<file path="src/rtl/lsd_defines.vh">
// Shared constants for the four-lane seven-slot serializer and deserializer.
`ifndef LSD_DEFINES_VH
`define LSD_DEFINES_VH

// Word, lane and slot geometry.
`define LSD_WORD_W          28
`define LSD_LANES           4
`define LSD_SLOTS           7
`define LSD_LAST_SLOT       3'h6
`define LSD_CLK_HIGH_SLOTS  3'h4

// Reference clock period in nanoseconds.
`define LSD_REF_PERIOD_NS   25

// Legal link clock period per bit slot, in nanoseconds and in reference cycles.
`define LSD_RX_CLK_MIN_NS   15
`define LSD_RX_CLK_MAX_NS   50
`define LSD_SLOT_MIN_CYC    ((`LSD_RX_CLK_MIN_NS + `LSD_REF_PERIOD_NS - 1) / `LSD_REF_PERIOD_NS)
`define LSD_SLOT_MAX_CYC    (`LSD_RX_CLK_MAX_NS / `LSD_REF_PERIOD_NS)
`define LSD_FRAME_MIN_CYC   (`LSD_SLOTS * `LSD_SLOT_MIN_CYC)
`define LSD_FRAME_MAX_CYC   (`LSD_SLOTS * `LSD_SLOT_MAX_CYC)

// Receiver lock time in milliseconds and in reference cycles.
`define LSD_RX_LOCK_MS      10
`define LSD_RX_LOCK_CYCLES  ((`LSD_RX_LOCK_MS * 1000000) / `LSD_REF_PERIOD_NS)

`endif

</file>
<file path="src/rtl/lsd_pair_buffer.v">
// Two-entry word buffer with valid and ready on both sides.
`timescale 1ns/1ps
`default_nettype none
`include "lsd_defines.vh"

module lsd_pair_buffer
(
   input  wire                     ref_clk,
   input  wire                     rst,
   input  wire                     in_valid,
   output wire                     in_ready,
   input  wire [`LSD_WORD_W-1:0]   in_data,
   output wire                     out_valid,
   input  wire                     out_ready,
   output wire [`LSD_WORD_W-1:0]   out_data
);

   reg  [`LSD_WORD_W-1:0] store [0:1];
   reg                    wr_idx;
   reg                    rd_idx;
   reg  [1:0]             fill;
   wire                   push;
   wire                   pop;

   // Full and empty come straight from the fill count.
   assign in_ready  = (fill != 2'h2);
   assign out_valid = (fill != 2'h0);
   assign out_data  = store[rd_idx];
   assign push      = in_valid & in_ready;
   assign pop       = out_valid & out_ready;

   ////////////////////////////////////////////////////////////////////////////
   // Pointers and count move on push and pop; both may happen in one cycle.
   always @(posedge ref_clk)
   begin
      if (rst)
      begin
         wr_idx <= 1'b0;
         rd_idx <= 1'b0;
         fill   <= 2'h0;
      end
      else
      begin
         if (push)
         begin
            wr_idx <= ~wr_idx;
         end
         if (pop)
         begin
            rd_idx <= ~rd_idx;
         end
         if (push & ~pop)
         begin
            fill <= fill + 2'h1;
         end
         else if (pop & ~push)
         begin
            fill <= fill - 2'h1;
         end
      end
   end

   // Storage is written only on an accepted push.
   always @(posedge ref_clk)
   begin
      if (push)
      begin
         store[wr_idx] <= in_data;
      end
   end

endmodule
`default_nettype wire

</file>
<file path="src/rtl/lsd_serdes.v">
// Four-lane seven-slot serializer and matching deserializer for 28-bit words.
// Operation
// - Seven slots per word on four lanes.
// - Lane 0 sends 7,6,4,3,2,1,0.
// - Lane 1 sends 18,15,14,13,12,9,8.
// - Lane 2 sends 26,25,24,22,21,20,19.
// - Lane 3 sends 23,17,16,11,10,5,27.
// - Capture input word on strobe rising edge.
// - Transmit power-down releases all lane outputs.
// - Receive power-down zeroes outputs within 1 us.
// - Receiver locks within 10 ms.
// - Link clock period stays 15 to 50 ns.
// - Seven evenly spaced sample points per frame; code samples on seven consecutive cycles from the clock edge.
`timescale 1ns/1ps
`default_nettype none
`include "lsd_defines.vh"

module lsd_serdes
#(
   parameter LOCK_CYCLES = `LSD_RX_LOCK_CYCLES
)
(
   input  wire                     ref_clk,
   input  wire                     rst,
   input  wire                     strobe_clock_in,
   input  wire [`LSD_WORD_W-1:0]   parallel_data_in,
   input  wire                     tx_power_down_n,
   output wire                     tx_ready,
   output reg  [`LSD_LANES-1:0]    serial_data_lane,
   output reg                      serial_data_lane_oe_n,
   output reg                      forwarded_clock_lane,
   output reg                      forwarded_clock_lane_oe_n,
   input  wire                     rx_power_down_n,
   input  wire [`LSD_LANES-1:0]    serial_data_rx,
   input  wire                     forwarded_clock_rx,
   output reg  [`LSD_WORD_W-1:0]   parallel_data_out,
   output reg                      restored_clock_out,
   output reg                      rx_locked
);

   ////////////////////////////////////////////////////////////////////////////
   // Lane and slot to word bit index, shared by both directions.
   function [4:0] map_index;
      input [1:0] lane;
      input [2:0] slot;
      begin
         case ({lane, slot})
            5'h00: map_index = 5'h07;
            5'h01: map_index = 5'h06;
            5'h02: map_index = 5'h04;
            5'h03: map_index = 5'h03;
            5'h04: map_index = 5'h02;
            5'h05: map_index = 5'h01;
            5'h06: map_index = 5'h00;
            5'h08: map_index = 5'h12;
            5'h09: map_index = 5'h0F;
            5'h0A: map_index = 5'h0E;
            5'h0B: map_index = 5'h0D;
            5'h0C: map_index = 5'h0C;
            5'h0D: map_index = 5'h09;
            5'h0E: map_index = 5'h08;
            5'h10: map_index = 5'h1A;
            5'h11: map_index = 5'h19;
            5'h12: map_index = 5'h18;
            5'h13: map_index = 5'h16;
            5'h14: map_index = 5'h15;
            5'h15: map_index = 5'h14;
            5'h16: map_index = 5'h13;
            5'h18: map_index = 5'h17;
            5'h19: map_index = 5'h11;
            5'h1A: map_index = 5'h10;
            5'h1B: map_index = 5'h0B;
            5'h1C: map_index = 5'h0A;
            5'h1D: map_index = 5'h05;
            5'h1E: map_index = 5'h1B;
            default: map_index = 5'h00;
         endcase
      end
   endfunction

   // Picks the four lane bits of one slot out of a word.
   function [`LSD_LANES-1:0] lane_bits;
      input [`LSD_WORD_W-1:0] word;
      input [2:0]             slot;
      integer                 l;
      begin
         lane_bits = 4'h0;
         for (l = 0; l < `LSD_LANES; l = l + 1)
            lane_bits[l] = word[map_index(l[1:0], slot)];
      end
   endfunction

   // Puts the four lane bits of one slot back into a word.
   function [`LSD_WORD_W-1:0] place;
      input [`LSD_WORD_W-1:0] word;
      input [`LSD_LANES-1:0]  bits;
      input [2:0]             slot;
      integer                 l;
      begin
         place = word;
         for (l = 0; l < `LSD_LANES; l = l + 1)
            place[map_index(l[1:0], slot)] = bits[l];
      end
   endfunction

   ////////////////////////////////////////////////////////////////////////////
   // Transmit side: two-stage synchronisers for strobe, data and power-down.
   reg  [`LSD_WORD_W-1:0] txd_s1;
   reg  [`LSD_WORD_W-1:0] txd_s2;
   reg  [2:0]             stb_s;
   reg  [1:0]             txpd_s;
   wire                   tx_on;
   wire                   stb_rise;

   always @(posedge ref_clk)
   begin
      if (rst)
      begin
         txd_s1 <= 28'h0000000;
         txd_s2 <= 28'h0000000;
         stb_s  <= 3'h0;
         txpd_s <= 2'h0;
      end
      else
      begin
         txd_s1 <= parallel_data_in;
         txd_s2 <= txd_s1;
         stb_s  <= {stb_s[1:0], strobe_clock_in};
         txpd_s <= {txpd_s[0], tx_power_down_n};
      end
   end

   assign tx_on    = txpd_s[1];
   assign stb_rise = stb_s[1] & ~stb_s[2];

   // Captured words wait in the buffer until the serializer is free.
   wire                   buf_valid;
   wire                   buf_take;
   wire [`LSD_WORD_W-1:0] buf_data;
   reg                    tx_busy;
   reg  [2:0]             tx_slot;
   reg  [`LSD_WORD_W-1:0] tx_word;
   wire [2:0]             next_slot;

   assign buf_take  = tx_on & buf_valid & (~tx_busy | (tx_slot == `LSD_LAST_SLOT));
   assign next_slot = tx_slot + 3'h1;

   lsd_pair_buffer u_buffer
   (
      .ref_clk   (ref_clk),
      .rst       (rst | ~tx_on),
      .in_valid  (stb_rise & tx_on),
      .in_ready  (tx_ready),
      .in_data   (txd_s2),
      .out_valid (buf_valid),
      .out_ready (buf_take),
      .out_data  (buf_data)
   );

   // Serializer: one slot per cycle, seven per word, clock high for four.
   always @(posedge ref_clk)
   begin
      if (rst | ~tx_on)
      begin
         tx_busy              <= 1'b0;
         tx_slot              <= 3'h0;
         tx_word              <= 28'h0000000;
         serial_data_lane     <= 4'h0;
         forwarded_clock_lane <= 1'b0;
      end
      else if (buf_take)
      begin
         tx_busy              <= 1'b1;
         tx_slot              <= 3'h0;
         tx_word              <= buf_data;
         serial_data_lane     <= lane_bits(buf_data, 3'h0);
         forwarded_clock_lane <= 1'b1;
      end
      else if (tx_busy)
      begin
         if (tx_slot == `LSD_LAST_SLOT)
         begin
            tx_busy              <= 1'b0;
            forwarded_clock_lane <= 1'b0;
         end
         else
         begin
            tx_slot              <= next_slot;
            serial_data_lane     <= lane_bits(tx_word, next_slot);
            forwarded_clock_lane <= (next_slot < `LSD_CLK_HIGH_SLOTS);
         end
      end
   end

   // Lane drivers are released while powered down.
   always @(posedge ref_clk)
   begin
      if (rst)
      begin
         serial_data_lane_oe_n     <= 1'b1;
         forwarded_clock_lane_oe_n <= 1'b1;
      end
      else
      begin
         serial_data_lane_oe_n     <= ~tx_on;
         forwarded_clock_lane_oe_n <= ~tx_on;
      end
   end

   ////////////////////////////////////////////////////////////////////////////
   // Receive side: synchronisers for link clock, lanes and power-down.
   reg  [2:0]             fck_s;
   reg  [`LSD_LANES-1:0]  rxd_s1;
   reg  [`LSD_LANES-1:0]  rxd_s2;
   reg  [1:0]             rxpd_s;
   wire                   rx_on;
   wire                   fck_rise;

   always @(posedge ref_clk)
   begin
      if (rst)
      begin
         fck_s  <= 3'h0;
         rxd_s1 <= 4'h0;
         rxd_s2 <= 4'h0;
         rxpd_s <= 2'h0;
      end
      else
      begin
         fck_s  <= {fck_s[1:0], forwarded_clock_rx};
         rxd_s1 <= serial_data_rx;
         rxd_s2 <= rxd_s1;
         rxpd_s <= {rxpd_s[0], rx_power_down_n};
      end
   end

   assign rx_on    = rxpd_s[1];
   assign fck_rise = fck_s[1] & ~fck_s[2];

   // Frame spacing monitor and lock counter.
   reg  [4:0]  gap;
   reg  [18:0] lock_cnt;
   wire        gap_ok;

   assign gap_ok = (gap >= `LSD_FRAME_MIN_CYC - 1) && (gap <= `LSD_FRAME_MAX_CYC - 1);

   always @(posedge ref_clk)
   begin
      if (rst | ~rx_on)
      begin
         gap       <= 5'h00;
         lock_cnt  <= 19'h00000;
         rx_locked <= 1'b0;
      end
      else
      begin
         if (fck_rise)
            gap <= 5'h00;
         else if (gap != 5'h1F)
            gap <= gap + 5'h01;
         if ((fck_rise & ~gap_ok) | (gap > `LSD_FRAME_MAX_CYC))
         begin
            lock_cnt  <= 19'h00000;
            rx_locked <= 1'b0;
         end
         else if (lock_cnt >= LOCK_CYCLES[18:0] - 19'h00001)
            rx_locked <= 1'b1;
         else
            lock_cnt <= lock_cnt + 19'h00001;
      end
   end

   // Slot sampler: one sample per cycle from the link clock edge on.
   reg                    rx_busy;
   reg  [2:0]             rx_slot;
   reg  [`LSD_WORD_W-1:0] rx_word;
   reg  [2:0]             rck_cnt;

   always @(posedge ref_clk)
   begin
      if (rst | ~rx_on)
      begin
         rx_busy            <= 1'b0;
         rx_slot            <= 3'h0;
         rx_word            <= 28'h0000000;
         rck_cnt            <= 3'h0;
         parallel_data_out  <= 28'h0000000;
         restored_clock_out <= 1'b0;
      end
      else
      begin
         restored_clock_out <= (rck_cnt != 3'h0);
         if (rck_cnt != 3'h0)
            rck_cnt <= rck_cnt - 3'h1;
         if (fck_rise)
         begin
            rx_busy <= 1'b1;
            rx_slot <= 3'h1;
            rx_word <= place(28'h0000000, rxd_s2, 3'h0);
         end
         else if (rx_busy)
         begin
            rx_slot <= rx_slot + 3'h1;
            rx_word <= place(rx_word, rxd_s2, rx_slot);
            if (rx_slot == `LSD_LAST_SLOT)
            begin
               rx_busy <= 1'b0;
               if (rx_locked)
               begin
                  parallel_data_out <= place(rx_word, rxd_s2, rx_slot);
                  rck_cnt           <= `LSD_CLK_HIGH_SLOTS;
               end
            end
         end
      end
   end

endmodule
`default_nettype wire

</file>
<file path="config.mk">
export PLATFORM = sky130hd
export DESIGN_NAME = lsd_serdes
export DESIGN_NICKNAME = d
export VERILOG_FILES = /design/src/rtl/lsd_pair_buffer.v /design/src/rtl/lsd_serdes.v
export VERILOG_INCLUDE_DIRS = /design/src /design/src/rtl
export SDC_FILE = /design/constraint.sdc
export NUM_CORES = 1
export LEC_CHECK = 0
export BUFFER_PORTS_ARGS = -buffer_cell sky130_fd_sc_hd__buf_2
export CAP_MARGIN = 25
export CELL_PAD_IN_SITES_DETAIL_PLACEMENT = 1
export CELL_PAD_IN_SITES_GLOBAL_PLACEMENT = 1
export CORE_MARGIN = 2
export CORE_UTILIZATION = 40
export DETAILED_ROUTE_END_ITERATION = 16
export MAX_ROUTING_LAYER = met4
export PLACE_DENSITY = 0.69
export SLEW_MARGIN = 20
export SYNTH_ARGS = -nofsm -noshare
export SYNTH_HDL_FRONTEND = slang
export SYNTH_SLANG_ARGS = --single-unit
export TNS_END_PERCENT = 50
</file>
<file path="constraint.sdc">
create_clock -name ref_clk -period 7.5 [get_ports ref_clk]
set_input_delay 1.125 -clock ref_clk [delete_from_list [all_inputs] [get_ports ref_clk]]
set_output_delay 1.125 -clock ref_clk [all_outputs]
set_load 0.1 [all_outputs]
</file>
==> summary.txt <==
hold_buf cts - 0
Max Cap Violations - 0
xor and xnor area share after synthesis - 0.0166
FFs w/ async S/R, synth - 0
Final Critical Period - 3.18 ns
Synth Warn # - 0
setup TNS - 0 ns
clock power share - 0.472
area leader, netlist - dfxtp_1
Power Dens Cells - 236 nW/µm²
final instance count without filler cells - 1,437
first-pass GRT wire length - 40,300 µm
register area share after synthesis - 0.548
P&R area growth vs syn - 14.8%
Worst setup SP type - register
status - finished, final reports clean
DR vias - 7,568
#FFs+latches synth - 259
Buffers on Ports - 75
Max Clock Skew - 0.00756 ns
H-tree depth - 1
Synth Area in Simple Gates - 0.175
crit path kind - register to register
root buffer cell - clkbuf_16
GPL Wtd Cong - 0.868
initial core utilization - 0.404
setup bufs post-CTS - 0
total power draw - 2.84 mW
Synth Instances - 1,022
Seq pwr share - 0.511
Max Slew Vio Count - 0
Clk Latency, worst-skew pair - 0.53 ns
share of cells above drive strength 1 - 0.136
Sw Pwr - 574 µW
Syn Nets - 1,080
sw frac - 0.202
main combinational cell family by area after synthesis - simple AND/OR/NAND/NOR gates
core area - 25,900 µm²
clk buf depth - 3
worst min path class - register to register
Die Footprint - 27,500 µm²
unrepaired setup endpoints after global routing - no
First DRT Iteration DRCs - 388
number of synthesized flops with an enable pin - 56
library cells used by synthesis - 62
CTS Buf Count - 28
Commonest cells post-synth - dfxtp_1, nor2_1, nor2b_1, mux2i_1, nand2_1
Remaining DRCs - 0
syn avg cell area - 10.2 µm²
post-synthesis adder-cell area fraction - 0.0239
setup violators final - 0
Rel. slew slack - 0.315
critical path arrival - 3.57 ns
# resized after CTS - 0
nets - 1,139
dpl cells - 1,386
fmax - 315 MHz
final wirelength - 24,600 µm
Synth Area in Compound Gates - 0.124
worst path required time - 7.90 ns
Reg clk slew, reported paths - 0.06 ns
most frequent cell after synthesis - dfxtp_1
post-route ant nets - 0
predominant post-synthesis flop cell - dfxtp_1
P_leak - 4.33 nW
Least-Margin Pin Slew - 1.03 ns
top cells by area, synth - dfxtp_1, edfxtp_1, mux2i_1
Max Fanout on Critical Path - 12
final hold slack - 0.428 ns
fin crit share - 0.423
# diodes - 0
Clock Sinks - 259
post-route design area - 12,000 µm²
Cell Rows - 59
Vias/cell - 5.27
combinational share of power - 0.017
VDD IR max - 139 µV
Wirelength per Cell - 17.1 µm
initial antenna violation count - 0
final hold vios - 0
crit end category - register
proportion of synthesized area in mux cells - 0.0806
Remaining Overflow, GRT - 0
gr usage total - 0.181
top cell type's share of synthesized area - 0.388
Netlist Area Pre-Place - 10,500 µm²
DP Area - 11,100 µm²
die height - 166 µm
Die Wd - 166 µm
post-DP HPWL - 16,600 µm
1st-pass router iterations - 4
CTS tree - yes
Top Ports - 76
vias in the first global route - 7,648
largest net degree at the start of global routing - 75
cell internal pwr - 2.27 mW
## kinds of logic after synthesis
| kind of cell | after synthesis |
|---|---|
| xor gates and xnor gates | 19 |
| and+or+nand+nor | 368 |
| muxes | 80 |
| adders and majority gates | 20 |
| AOI/OAI and AO/OA | 197 |
| buffers and inverters | 79 |
| DFF | 259 |
## cell type report
cell class | instances | area, µm²
fillers | 2843 | 13900
inverters | 22 | 82.6
clock buffers | 39 | 793
well taps | 335 | 419
multi-input cells | 684 | 4410
repair buffers | 86 | 458
flip-flops and latches | 259 | 5750
clock inverters | 12 | 118
## critical path, stage by stage, from the launching register on
cell and delay [ns]:
dfxtp_1 0.56, ha_1 0.31, xnor2_1 0.15, buf_4 0.23
mux2i_1 0.61, buf_4 0.31, mux2_2 0.36, or3_1 0.31
nand4_1 0.10, a32oi_1 0.10
## per-layer routing
metal  vias up  share of wire  global-route usage
li1       3742              -                   -
met1      3658           0.48               0.248
met2       135           0.46               0.285
met3        33          0.043              0.0248
met4         0          0.019              0.0435
met5         -              0                   -
## state kept, by name, summed over array words and instances, names as in the netlist, 4 cells and up, named ones only
name	count
gap	5
lock_cnt	19
parallel_data_out	28
rx_word	25
rxd_s1	4
rxd_s2	4
serial_data_lane	4
tx_word	28
txd_s1	28
txd_s2	28
u_buffer.store	56
## stage by stage
step | setup WS, ns | utilization
2_1_floorplan | 4.18 | -
3_3_place_gp | 4.39 | 0.429
3_5_place_dp | 4.36 | 0.429
4_1_cts | 4.35 | 0.464
5_1_grt | 4.18 | 0.464
6_report | 4.32 | 0.464
## path summary, 6_finish.rpt
kind | slack (ns) | depth (start not counted) | from | endpoint
hold / removal | 0.43 | 0 | txd_s2[5] | u_buffer.store[0][5]
setup / recovery | 4.32 | 9 | tx_slot[1] | serial_data_lane[3]
setup reg to reg | 4.32 | 9 | tx_slot[1] | serial_data_lane[3]
hold reg to reg | 0.43 | 0 | txd_s2[5] | u_buffer.store[0][5]
## placed cells by master, fill, tap and decap left out, types with 7 or more instances in the layout
cell | Yosys | final
buf_4 | 2 | 11
inv_1 | 22 | 22
mux2_2 | 8 | 8
nor3_1 | 25 | 25
a22o_1 | 16 | 16
clkbuf_1 | 41 | 7
dfxtp_1 | 203 | 203
a211oi_1 | 38 | 38
nand4_1 | 11 | 11
nor2b_1 | 84 | 83
or3_1 | 17 | 17
a21oi_1 | 38 | 38
nand2b_1 | 8 | 8
ha_1 | 20 | 20
nand2_1 | 57 | 57
buf_2 | 11 | 75
edfxtp_1 | 56 | 56
o21ai_0 | 50 | 50
mux2i_1 | 68 | 68
nand3_1 | 16 | 16
xnor2_1 | 12 | 12
nor2_1 | 118 | 117
clkbuf_16 | 0 | 29
## power by group through the flow
stage	logic, mW	registers (mW)	clock network, mW
2_1_floorplan	0.0319	1.48	0
3_3_place_gp	0.0494	1.48	0
3_5_place_dp	0.0500	1.48	0
4_1_cts	0.0502	1.45	1.38
5_1_grt	0.0553	1.45	1.44
6_report	0.0491	1.45	1.34
Power figures use the tool's default switching activity.
